## config.mk

```make
export PLATFORM = sky130hd
export DESIGN_NAME = sacs_sequencer
export DESIGN_NICKNAME = d
export VERILOG_FILES = /design/src/sacs_pkg.sv /design/src/sacs_conversion_clock_gen.sv /design/src/sacs_sequencer.sv
export VERILOG_INCLUDE_DIRS = /design/src /design/src/src
export SDC_FILE = /design/constraint.sdc
export NUM_CORES = 1
export LEC_CHECK = 0
export BUFFER_PORTS_ARGS = -buffer_cell sky130_fd_sc_hd__buf_2
export CORE_UTILIZATION = 53
export CTS_BUF_LIST = sky130_fd_sc_hd__clkbuf_4 sky130_fd_sc_hd__clkbuf_8
export DETAILED_ROUTE_END_ITERATION = 8
export PLACE_DENSITY = 0.88
export SLEW_MARGIN = 5
export SYNTH_ARGS = -nofsm -noshare
export SYNTH_HDL_FRONTEND = slang
export SYNTH_SLANG_ARGS = --single-unit
```

## constraint.sdc

```tcl
create_clock -name ref_clk_i -period 2.2 [get_ports ref_clk_i]
set_input_delay 0.22 -clock ref_clk_i [delete_from_list [all_inputs] [get_ports ref_clk_i]]
set_output_delay 0.22 -clock ref_clk_i [all_outputs]
set_load 0.03 [all_outputs]
```

## src/sacs_params.svh

```systemverilog
// Function
// - Eight or four inputs; mux picks one.
// - Software picks internal or serial-derived conversion clock.
// - Internal clock: sample 3, convert 18 cycles.
// - Serial source: toggle on each rising edge.
// - Serial source: convert starts on later rising edge.
// - Auto scan ascends, wraps back to manual channel.
// - Auto scan needs no channel write.
// - Clearing bit 11 stops the scan.
// - Sample and convert on convert-start falling edge.
// - Completion to next fall is acquisition.
// - Manual trigger starts only from the pin.
// - Bit 9 low selects auto-trigger.
// - Auto-trigger at fast rate: restart 3 cycles after completion.
// - Slow rate gives 42-cycle frames.
// - Bit 6 picks pin function, bit 7 polarity.
`ifndef SACS_PARAMS_SVH
`define SACS_PARAMS_SVH

`define SACS_CLK_PERIOD_PS    4000

`define SACS_CFG_OFFSET       8'h00
`define SACS_CMD_OFFSET       8'h04
`define SACS_STAT_OFFSET      8'h08

`define SACS_CFG_RESET        12'h240
`define SACS_CMD_RESET        3'h0

`define SACS_CFG_AUTO_SEL     11
`define SACS_CFG_SRC_SCLK     10
`define SACS_CFG_MAN_TRIG     9
`define SACS_CFG_SLOW_RATE    8
`define SACS_CFG_POL_HIGH     7
`define SACS_CFG_PIN_EOC      6

`define SACS_STAT_SHORT_BIT   7

`define SACS_SAMPLE_TICKS     3
`define SACS_CONV_TICKS       18
`define SACS_FRAME_FAST_TICKS 21
`define SACS_FRAME_SLOW_TICKS 42

`define SACS_CONVST_LOW_NS    120
`define SACS_CONVST_LOW_CYC   ((`SACS_CONVST_LOW_NS * 1000 + \
  `SACS_CLK_PERIOD_PS - 1) / `SACS_CLK_PERIOD_PS)

`define SACS_INT_DIV          12

`endif

```

## src/sacs_pkg.sv

```systemverilog
package sacs_pkg;

  typedef enum logic [1:0] {
    SACS_IDLE = 2'b00,
    SACS_ARM  = 2'b01,
    SACS_CONV = 2'b11,
    SACS_ACQ  = 2'b10
  } sacs_state_type;

  typedef logic [2:0] sacs_chan_type;

endpackage

```

## src/sacs_conversion_clock_gen.sv

```systemverilog
`timescale 1ns/100ps
`default_nettype none
`include "sacs_params.svh"

module sacs_convclk_gen #(
  parameter int INT_DIV = `SACS_INT_DIV
) (
  // Clock and reset
  input  wire logic ref_clk_i,
  input  wire logic reset_i,
  // Source select and serial clock pin
  input  wire logic src_sclk_i,
  input  wire logic sclk_i,
  // Conversion clock strobe
  output logic      tick_o
);

  localparam int DW = $clog2(INT_DIV);
  localparam logic [DW-1:0] DIV_LAST = DW'(INT_DIV - 1);

  logic          sclk_s1;
  logic          sclk_s2;
  logic          sclk_s3;
  logic          conv_clk_level;
  logic [DW-1:0] div_cnt;

  wire logic sclk_rise = sclk_s2 & ~sclk_s3;
  wire logic int_tick  = (div_cnt == DIV_LAST);
  wire logic sclk_tick = sclk_rise & ~conv_clk_level;

  // The internal oscillator is modelled as a divider of the system clock.
  always_ff @(posedge ref_clk_i) begin
    if (reset_i || int_tick) begin
      div_cnt <= '0;
    end else begin
      div_cnt <= div_cnt + DW'(1);
    end
  end

  // Two stages before the edge detector; only the second is looked at.
  always_ff @(posedge ref_clk_i) begin
    if (reset_i) begin
      sclk_s1 <= 1'b0;
      sclk_s2 <= 1'b0;
      sclk_s3 <= 1'b0;
    end else begin
      sclk_s1 <= sclk_i;
      sclk_s2 <= sclk_s1;
      sclk_s3 <= sclk_s2;
    end
  end

  // Halving: the conversion clock flips on every serial rising edge.
  always_ff @(posedge ref_clk_i) begin
    if (reset_i) begin
      conv_clk_level <= 1'b0;
    end else if (sclk_rise) begin
      conv_clk_level <= ~conv_clk_level;
    end
  end

  // One strobe per conversion clock period from the chosen source.
  assign tick_o = src_sclk_i ? sclk_tick : int_tick;

endmodule
`default_nettype wire

```

## src/sacs_sequencer.sv

```systemverilog
`timescale 1ns/100ps
`default_nettype none
`include "sacs_params.svh"

module sacs_sequencer #(
  parameter int NUM_CH  = 8,
  parameter int INT_DIV = `SACS_INT_DIV
) (
  // Clock and reset
  input  wire logic                   ref_clk_i,
  input  wire logic                   reset_i,
  // APB slave
  input  wire logic                   psel_i,
  input  wire logic                   penable_i,
  input  wire logic                   pwrite_i,
  input  wire logic [7:0]             paddr_i,
  input  wire logic [31:0]            pwdata_i,
  output logic      [31:0]            prdata_o,
  output logic                        pready_o,
  output logic                        pslverr_o,
  // Pins from the host
  input  wire logic                   sclk_i,
  input  wire logic                   convert_start_n_i,
  // Converter core control
  output sacs_pkg::sacs_chan_type     mux_channel_o,
  output logic                        sample_o,
  output logic                        converting_o,
  output logic                        conv_done_o,
  // Status pin
  output logic                        status_pin_o
);

  import sacs_pkg::*;

  localparam logic [5:0] CONV_LAST = 6'(`SACS_CONV_TICKS - 1);
  localparam logic [5:0] ACQ_MIN   = 6'(`SACS_SAMPLE_TICKS - 1);
  localparam logic [5:0] GAP_FAST  =
    6'(`SACS_FRAME_FAST_TICKS - `SACS_CONV_TICKS - 1);
  localparam logic [5:0] GAP_SLOW  =
    6'(`SACS_FRAME_SLOW_TICKS - `SACS_CONV_TICKS - 1);
  localparam logic [4:0] LOW_MIN   = 5'(`SACS_CONVST_LOW_CYC);
  localparam sacs_chan_type LAST_CH = 3'(NUM_CH - 1);

  function automatic sacs_chan_type next_scan(input sacs_chan_type ch,
                                              input sacs_chan_type start);
    next_scan = (ch >= LAST_CH) ? start : ch + 3'h1;
  endfunction

  logic [11:0]    cfg;
  sacs_chan_type  man_ch;
  sacs_chan_type  cur_ch;
  sacs_state_type state;
  sacs_state_type next_state;
  logic [5:0]     cnt;
  logic [5:0]     next_cnt;
  logic           cs_s1;
  logic           cs_s2;
  logic           cs_s3;
  logic [4:0]     low_cnt;
  logic           irq_pend;
  logic           short_flag;
  logic           tick;

  sacs_convclk_gen #(
    .INT_DIV (INT_DIV)
  ) u_convclk (
    .ref_clk_i  (ref_clk_i),
    .reset_i    (reset_i),
    .src_sclk_i (cfg[`SACS_CFG_SRC_SCLK]),
    .sclk_i     (sclk_i),
    .tick_o     (tick)
  );

  // Configuration decode.
  wire logic auto_sel  = cfg[`SACS_CFG_AUTO_SEL];
  wire logic src_sclk  = cfg[`SACS_CFG_SRC_SCLK];
  wire logic auto_trig = ~cfg[`SACS_CFG_MAN_TRIG];
  wire logic slow_rate = cfg[`SACS_CFG_SLOW_RATE];
  wire logic pol_high  = cfg[`SACS_CFG_POL_HIGH];
  wire logic pin_eoc   = cfg[`SACS_CFG_PIN_EOC];

  // APB decode; the slave never inserts wait states.
  wire logic setup   = psel_i & ~penable_i;
  wire logic access  = psel_i & penable_i;
  wire logic hit_cfg = (paddr_i == `SACS_CFG_OFFSET);
  wire logic hit_cmd = (paddr_i == `SACS_CMD_OFFSET);
  wire logic hit_st  = (paddr_i == `SACS_STAT_OFFSET);
  wire logic addr_ok = hit_cfg | hit_cmd | hit_st;
  wire logic wr_cfg  = access & pwrite_i & hit_cfg;
  wire logic wr_cmd  = access & pwrite_i & hit_cmd;
  wire logic wr_st   = access & pwrite_i & hit_st;
  wire logic rd_st   = access & ~pwrite_i & hit_st;

  // Channel numbers beyond the fitted inputs are refused.
  wire logic ch_ok   = ({29'h0, pwdata_i[2:0]} <= 32'(LAST_CH)) &&
                       (pwdata_i[31:3] == 29'h0);

  wire logic [31:0] stat_word = {24'h0, short_flag, irq_pend,
                                 converting_o, cur_ch, state};
  wire logic [31:0] rd_value  =
    hit_cfg ? {20'h0, cfg} :
    hit_cmd ? {29'h0, man_ch} :
    hit_st  ? stat_word : 32'h0;

  // Pin events, seen only after two synchroniser stages.
  wire logic trig_fall = cs_s3 & ~cs_s2;
  wire logic trig_rise = ~cs_s3 & cs_s2;

  // Sequencer decode.
  wire logic [5:0] gap_last = slow_rate ? GAP_SLOW : GAP_FAST;
  wire logic [5:0] acq_last = auto_trig ? gap_last : ACQ_MIN;
  wire logic conv_done  = (state == SACS_CONV) && tick && (cnt == CONV_LAST);
  wire logic acq_over   = (state == SACS_ACQ) && tick && (cnt >= acq_last);
  // Manual starts come only from the pin; auto starts end the gap.
  wire logic man_start  = (state == SACS_IDLE) && ~auto_trig &&
                          trig_fall;
  wire logic start_samp = man_start | (acq_over & auto_trig);
  wire logic eoc_active = (state == SACS_ARM) || (state == SACS_CONV);
  wire logic pin_active = pin_eoc ? eoc_active : irq_pend;

  always_comb begin
    next_state = state;
    next_cnt   = cnt;
    case (state)
      SACS_IDLE: begin
        if (auto_trig) begin
          next_state = SACS_ACQ;
          next_cnt   = 6'h00;
        end else if (man_start) begin
          // The serial source waits for its next conversion edge.
          next_state = src_sclk ? SACS_ARM : SACS_CONV;
          next_cnt   = 6'h00;
        end
      end
      SACS_ARM: begin
        if (tick) begin
          next_state = SACS_CONV;
        end
      end
      SACS_CONV: begin
        // Pin edges are not looked at here, so they are dropped.
        if (tick) begin
          if (cnt == CONV_LAST) begin
            next_state = SACS_ACQ;
            next_cnt   = 6'h00;
          end else begin
            next_cnt = cnt + 6'h01;
          end
        end
      end
      SACS_ACQ: begin
        // From completion, acquisition runs to the next start in auto mode and for three clocks, then idle, in manual mode.
        if (acq_over) begin
          next_state = auto_trig ? SACS_CONV : SACS_IDLE;
          next_cnt   = 6'h00;
        end else if (tick) begin
          next_cnt = cnt + 6'h01;
        end
      end
      default: begin
        next_state = SACS_IDLE;
        next_cnt   = 6'h00;
      end
    endcase
  end

  always_ff @(posedge ref_clk_i) begin
    if (reset_i) begin
      state <= SACS_IDLE;
      cnt   <= 6'h00;
    end else begin
      state <= next_state;
      cnt   <= next_cnt;
    end
  end

  always_ff @(posedge ref_clk_i) begin
    if (reset_i) begin
      cs_s1 <= 1'b1;
      cs_s2 <= 1'b1;
      cs_s3 <= 1'b1;
    end else begin
      cs_s1 <= convert_start_n_i;
      cs_s2 <= cs_s1;
      cs_s3 <= cs_s2;
    end
  end

  // Low-time check on the pin; a short pulse still triggers but is flagged.
  always_ff @(posedge ref_clk_i) begin
    if (reset_i || cs_s2) begin
      low_cnt <= 5'h00;
    end else if (low_cnt != LOW_MIN) begin
      low_cnt <= low_cnt + 5'h01;
    end
  end

  always_ff @(posedge ref_clk_i) begin
    if (reset_i) begin
      short_flag <= 1'b0;
    end else if (trig_rise && (low_cnt < LOW_MIN)) begin
      short_flag <= 1'b1;
    end else if (wr_st && pwdata_i[`SACS_STAT_SHORT_BIT]) begin
      short_flag <= 1'b0;
    end
  end

  // Interrupt mode: set at completion, dropped by a status read.
  always_ff @(posedge ref_clk_i) begin
    if (reset_i) begin
      irq_pend <= 1'b0;
    end else if (conv_done) begin
      irq_pend <= 1'b1;
    end else if (rd_st) begin
      irq_pend <= 1'b0;
    end
  end

  always_ff @(posedge ref_clk_i) begin
    if (reset_i) begin
      cfg <= `SACS_CFG_RESET;
    end else if (wr_cfg) begin
      cfg <= pwdata_i[11:0];
    end
  end

  // Command writes only steer the channel while manual select holds.
  always_ff @(posedge ref_clk_i) begin
    if (reset_i) begin
      man_ch <= `SACS_CMD_RESET;
    end else if (wr_cmd && ch_ok && !auto_sel) begin
      man_ch <= pwdata_i[2:0];
    end
  end

  // The scan starts from the manual channel and steps after each result.
  always_ff @(posedge ref_clk_i) begin
    if (reset_i) begin
      cur_ch <= `SACS_CMD_RESET;
    end else if (!auto_sel) begin
      cur_ch <= man_ch;
    end else if (conv_done) begin
      cur_ch <= next_scan(cur_ch, man_ch);
    end
  end

  always_ff @(posedge ref_clk_i) begin
    if (reset_i) begin
      sample_o     <= 1'b0;
      converting_o <= 1'b0;
      conv_done_o  <= 1'b0;
      status_pin_o <= 1'b1;
    end else begin
      sample_o     <= start_samp;
      converting_o <= (next_state == SACS_CONV);
      conv_done_o  <= conv_done;
      status_pin_o <= pol_high ? pin_active : ~pin_active;
    end
  end

  // Read data is caught in the setup cycle, so it is valid all access long.
  always_ff @(posedge ref_clk_i) begin
    if (reset_i) begin
      prdata_o  <= 32'h0;
      pslverr_o <= 1'b0;
    end else if (setup) begin
      prdata_o  <= pwrite_i ? 32'h0 : rd_value;
      pslverr_o <= ~addr_ok;
    end
  end

  assign pready_o      = 1'b1;
  assign mux_channel_o = cur_ch;
endmodule
`default_nettype wire

```

* Word level (Yosys, flattened, before mapping)
Index checks and enable logic that the tools add are counted.
** Cells by class
- Reductions and logical operators :: 21
- Add/subtract/negate cells :: 4
- Order comparisons :: 3
- Equal/unequal tests :: 13
- Bitwise operators :: 25
- Muxes and demuxes :: 32
** Operator list (count)
- 6-bit two-way mux :: 6
- 29-bit zero test :: 1
- 12-bit two-way mux :: 2
- 6-bit one-hot mux with 3 select lines :: 1
- 2-bit two-way mux :: 8
- 8-bit two-way mux :: 2
- 1-bit AND :: 13
- 1-bit logical AND :: 10
- 5-bit two-way mux :: 2
- 3-bit two-way mux :: 3
- 1-bit inverter :: 9
- 8-bit by 3-bit == test with 1-bit output, second input constant :: 1
- 8-bit by 4-bit == test with 1-bit output, second input constant :: 1
- 8-bit zero test :: 1
- 2-bit one-hot mux with 4 select lines :: 1
- 1-bit two-way mux :: 7
- 6-bit by 1-bit adder with 6-bit output, second input constant :: 1
- 2-bit == test, second input constant :: 3
- 6-bit by 5-bit == test with 1-bit output, second input constant :: 1
- 6-bit by 5-bit greater-or-equal comparator with 1-bit output :: 1
- 3-bit inequality test, second input constant :: 2
- 5-bit by 1-bit adder with 5-bit output, second input constant :: 1
- 5-bit < comparator, second input constant :: 1
- 5-bit inequality test, second input constant :: 1
- other kinds (14) :: 19
** Word-level totals
- Register bits after elaboration :: 81
- Input port bits :: 47
- Word-level logic and storage cells :: 120
- Output and inout bits :: 41

* Depth between registers and ports, before layout
- Word-level depth :: 9
- Mapped depth :: 8
- Depth with buffers taken out :: 8

* Hierarchy
From an unflattened synthesis, not the netlist that was laid out.
** Second synthesis, totals
- Cell total of the unflattened synthesis :: 330
- Area, all modules :: 2929.1 µm²
** Modules (own cells, without submodules)
- sacs_sequencer :: seq. area each 1061.0 µm², times used 1, area each 2637.5 µm², cells an instance 302
- sacs_convclk_gen :: seq. area each 160.2 µm², times used 1, area each 291.5 µm², cells an instance 28

* Least setup slack after synthesis
Ideal clock, no wire load.
- Path kind :: reg2reg
- From :: register cfg[9]
- To :: register cnt[0]
- Cell stages (with the launch flop) :: 9
- Arrival :: 1.753 ns
- Path slack :: 0.314 ns
- Path buffers :: 0
- Cells stage by stage :: dfxtp_1 > nand2b_1 > inv_1 > ha_1 > nor2b_1 > nor4_1 > o211ai_1 > a22oi_1 > nor3_1
** On the way
- Cells in the longest elaborated chain, start to end :: 5
- Elaborated cells between the ends (all ways) :: 11
** Ends and longest elaborated chain
- start, declared :: RTL line sacs_sequencer.sv:49 : logic [11:0] cfg;
- start signal, assigned :: RTL line sacs_sequencer.sv:221 : cfg <= `SACS_CFG_RESET;
- start signal, assigned :: RTL line sacs_sequencer.sv:223 : cfg <= pwdata_i[11:0];
- 5-bit two-way mux :: RTL line sacs_sequencer.sv:111 : wire logic [5:0] acq_last = auto_trig ? gap_last : ACQ_MIN;
- 6-bit by 5-bit greater-or-equal comparator with 1-bit output :: RTL line sacs_sequencer.sv:113 : wire logic acq_over = (state == SACS_ACQ) && tick && (cnt >= acq_last);
- 1-bit logical AND :: RTL line sacs_sequencer.sv:113
- 3-bit inequality test (no source line) / 6-bit two-way mux (equally long branches)
- 4-bit AND reduction (no source line) / 6-bit one-hot mux with 3 select lines (equally long branches)
- end signal, assigned :: RTL line sacs_sequencer.sv:173 : cnt <= next_cnt;
- end, declared :: RTL line sacs_sequencer.sv:54 : logic [5:0] cnt;
Parallel ways exist; a longest one is shown, timed or not.
A chain may end at the register's enable or synchronous reset.

* Worst setup path in the final report
- From :: register cfg[9]
- To :: register converting_o
** On the way
- Cells in the longest elaborated chain, start to end :: 6
- Elaborated cells between the ends (all ways) :: 11
** Ends and longest elaborated chain
- 5-bit two-way mux / 1-bit logical AND (equally long branches) :: RTL line sacs_sequencer.sv:111, sacs_sequencer.sv:115
- 6-bit by 5-bit greater-or-equal comparator with 1-bit output / 1-bit logical AND (equally long branches) :: RTL line sacs_sequencer.sv:113, sacs_sequencer.sv:115
- 1-bit logical AND / 2-bit two-way mux (equally long branches) :: RTL line sacs_sequencer.sv:113, sacs_sequencer.sv:129
- 2-bit two-way mux (on tied branches) :: RTL line sacs_sequencer.sv:153, sacs_sequencer.sv:126
- 2-bit one-hot mux with 4 select lines (*) :: RTL line sacs_sequencer.sv:124 : case (state)
- 2-bit == test (*) :: RTL line sacs_sequencer.sv:255 : converting_o <= (next_state == SACS_CONV);
- end signal, assigned :: RTL line sacs_sequencer.sv:255
- end, declared :: RTL line sacs_sequencer.sv:27 : output logic converting_o,
Every way passes the cells marked *; elsewhere a longest branch is shown, timed or not.

==> reports/summary.txt <==
total inserted antenna cells: 0
yosys synthesis warning count: 0
GR Util All Layers: 0.2410
synthesized flop and latch total: 61
count of vias placed by the detailed router: 2553
Core Box Area: 0.005205 mm²
Routability Congestion: 0.9083
First DRT Iteration DRCs: 261
sequential area share after synthesis: 0.4171
routed length per instance: 14.15 µm
final number of setup-violating endpoints: 0
depth of the critical timing path with buffers and inverters included: 8
Remaining DRCs: 0
number of different library cells in the post-synthesis netlist: 44
number of buffers inserted for hold repair after clock tree synthesis: 0
Die Width: 76.33 µm
clock tree skew after final layout: 0.006337 ns
Die Area: 0.005826 mm²
signal arrival time at the worst endpoint: 2.24 ns
worst hold margin: 0.06235 ns
CTS H-tree lvls: 3
hold-critical path depth: 2
pins over their slew limit: 0
power density cells: 686.3 mW/mm²
number of input and output port buffers inserted: 66
clock group share of total power: 0.431
floorplan die height: 76.33 µm
maximum resistive drop on vdd: 0.3677 mV
insertion delay to the later sink of the worst-skew pair: 0.34 ns
WS Path Type: register to register
worst slew pin tran: 0.5886 ns
async set-reset flop share out of synthesis: 0
internal power component: 1816 µW
Area Overhead vs Synth: 18.50%
initial core utilization: 0.5625
largest net degree at the start of global routing: 48
Final Hold Fails: 0
most common cell after layout, fill and taps aside: sky130_fd_sc_hd__buf_2
mean instance size in the synthesized netlist: 9.064 µm²
Synth Cell Area: 0.002928 mm²
net switching component of the power: 565.1 µW
family of cells with the greatest summed delay on the critical path: compound AO/OA/AOI/OAI gates
post-DR vias/cell: 5.479
Bufs and invs on worst path: 1
fraction of layout instances using a drive strength above 1: 0.2525
overall overflow remaining after global route: 0
summed negative setup slack over all endpoints: 0 ns
worst slew margin relative to its limit: 0.6047
global-route wire length before repair: 11130 µm
post-route ant nets: 0
worst-path fanout max: 3
TritonRoute pass-1 iters: 4
most used cells in the layout excluding fill and tap cells: sky130_fd_sc_hd__buf_2, sky130_fd_sc_hd__dfxtp_1, sky130_fd_sc_hd__nor2_1
max-cap viol count: 0
final worst-path cycle share: 0.9101
Min-Delay Path Class: primary input to register
Max Clk Rate: 499.5 MHz
final WL: 6594 µm
sequential group share of total power: 0.480
Root Buffer Master: sky130_fd_sc_hd__clkbuf_8
clk buf depth: 2
startpoint class of the critical path: register
area of the multi-input gates: 0.001559 mm²
vias in the first global route: 2439
number of clock sinks: 61
sequential standard cell area: 0.001221 mm²
number of filler cells placed in the layout: 414
delay of the slowest cell on the worst path: 0.38 ns
placed cells: 451
std cell rows: 26
Num CTS Buffers: 9
RSZ-0062 raised after global routing: false
post-route standard cell area excluding fillers: 0.003470 mm²
switching portion of total power: 0.2373
number of enable flip-flop cells after synthesis: 0
cell breakdown of the critical path: nand2b_1 -> inv_1 -> ha_1 -> nor2b_1 -> nor4_2 -> o21ai_1 -> o32a_1 -> a211oi_1
fin crit period: 2.002 ns
placement-stage cell area: 0.003249 mm²
endpoint class of the critical path: register
combinational group share of total power: 0.090
sum of net half-perimeters after detailed placement: 4840 µm
io pins: 88
Pleak: 0.001538 µW
worst reg-to-reg path cell count: 8
post-route insts no fill: 466
required time of the critical path: 2.43 ns
gate count of the mapped netlist: 323
master of the slowest instance on the critical path: sky130_fd_sc_hd__o32a_1
CTS tree: done
clock transition time at the flip-flop clock pins of the worst setup and hold paths: 0.06 ns
predominant post-synthesis flop cell: sky130_fd_sc_hd__dfxtp_1
post-layout net count: 449
status: finished, final reports clean
antenna violations before repair: 0
==> Yosys cell counts, types with 2 or more instances <==
library cell / instances / share of area
sky130_fd_sc_hd__dfxtp_1: 61 / 0.42
sky130_fd_sc_hd__nor2_1: 42 / 0.054
sky130_fd_sc_hd__mux2i_1: 22 / 0.075
sky130_fd_sc_hd__nand2_1: 22 / 0.028
sky130_fd_sc_hd__buf_4: 21 / 0.054
sky130_fd_sc_hd__a21oi_1: 15 / 0.026
sky130_fd_sc_hd__a22oi_1: 10 / 0.026
sky130_fd_sc_hd__ha_1: 10 / 0.043
sky130_fd_sc_hd__nand3_1: 9 / 0.015
sky130_fd_sc_hd__a211oi_1: 8 / 0.021
sky130_fd_sc_hd__nor2b_1: 8 / 0.017
sky130_fd_sc_hd__nor4_1: 8 / 0.017
sky130_fd_sc_hd__nand4_1: 7 / 0.015
sky130_fd_sc_hd__clkbuf_1: 6 / 0.0077
sky130_fd_sc_hd__inv_1: 6 / 0.0077
sky130_fd_sc_hd__o21ai_0: 6 / 0.010
sky130_fd_sc_hd__nor3_1: 5 / 0.0085
sky130_fd_sc_hd__xnor2_1: 5 / 0.015
sky130_fd_sc_hd__xor2_1: 5 / 0.015
sky130_fd_sc_hd__nand3b_1: 4 / 0.010
sky130_fd_sc_hd__or2_2: 4 / 0.0085
sky130_fd_sc_hd__buf_1: 3 / 0.0038
sky130_fd_sc_hd__nand2b_1: 3 / 0.0064
sky130_fd_sc_hd__nor3b_1: 3 / 0.0077
sky130_fd_sc_hd__and3_1: 2 / 0.0043
sky130_fd_sc_hd__buf_2: 2 / 0.0034
sky130_fd_sc_hd__conb_1: 2 / 0.0026
sky130_fd_sc_hd__nand4bb_1: 2 / 0.0077
sky130_fd_sc_hd__nor4_4: 2 / 0.015
sky130_fd_sc_hd__o2111ai_1: 2 / 0.0060
sky130_fd_sc_hd__o211ai_1: 2 / 0.0051
sky130_fd_sc_hd__o21ai_1: 2 / 0.0034
sky130_fd_sc_hd__o31ai_1: 2 / 0.0051
sky130_fd_sc_hd__o32a_1: 2 / 0.0068
==> worst reg2reg max path: cells and delay by family, from the launching register on <==
kind	cells	cell delay (ns)
flops	1	0.32
compound gates	3	0.76
simple gates	3	0.50
buf+inv	1	0.06
fa+ha+maj	1	0.27
==> worst paths after layout <==
kind / start / to / slack, ns
max: cfg[9] / converting_o / 0.20
min: convert_start_n_i / cs_s1 / 0.06
max reg2reg: cfg[9] / converting_o / 0.20
min reg2reg: cs_s1 / cs_s2 / 0.41
==> through the flow <==
stage / util / total power [µW] / worst slack (ns)
floorplan: - / 1328 / 0.3136
global placement: 0.6243 / 1368 / 0.2124
detailed placement: 0.6243 / 1374 / 0.1843
CTS: 0.6635 / 2388 / 0.1559
global route: 0.6666 / 2463 / 0.04419
finish: 0.6666 / 2381 / 0.1978
==> power groups by stage <==
stage | clock, µW | sequential (µW) | combinational, µW
finish | 1030 | 1140 | 213
global route | 1090 | 1140 | 231
CTS | 1040 | 1140 | 208
detailed placement | 0 | 1170 | 207
global placement | 0 | 1170 | 202
floorplan | 0 | 1170 | 160
==> sequential cells by signal (all words and copies together), names as in the netlist, 2 cells and up <==
signal	cells
cfg	12
cnt	6
low_cnt	5
man_ch	3
mux_channel_o	3
prdata_o	12
state	2
u_convclk.div_cnt	4
==> layer usage <==
layer  track usage  up-vias  part of all wire
met5             0        -                 0
met3       0.04910       20             0.059
met1        0.2927     1185              0.43
met4        0.1481        0             0.031
met2        0.3910      106              0.48
li1              -     1242                 -
==> cells by family after synthesis <==
kind of cell    Yosys count  share of synthesized area
simple gates            126                     0.2316
fa+ha+maj                10                    0.04274
compound gates           53                     0.1205
buf+inv                  39                    0.08034
mux                      22                    0.07521
other cells               2                   0.002565
xor+xnor                 10                    0.02991
flops                    61                     0.4171
==> final cells by class <==
type,count,share of cell area
Sequential cell,61,0.3520
Tap cell,70,0.02524
Multi-Input combinational cell,242,0.4493
Timing Repair Buffer,72,0.1082
Clock buffer,14,0.05013
Clock inverter,1,0.008655
Inverter,6,0.006491
==> timing repair <==
action                                  4_1_cts  5_1_grt
endpoints found under the setup margin        0        6
buffers inserted                              0        0
gates resized for setup                       0        3
Note: power is estimated with default switching activity, not from simulation.
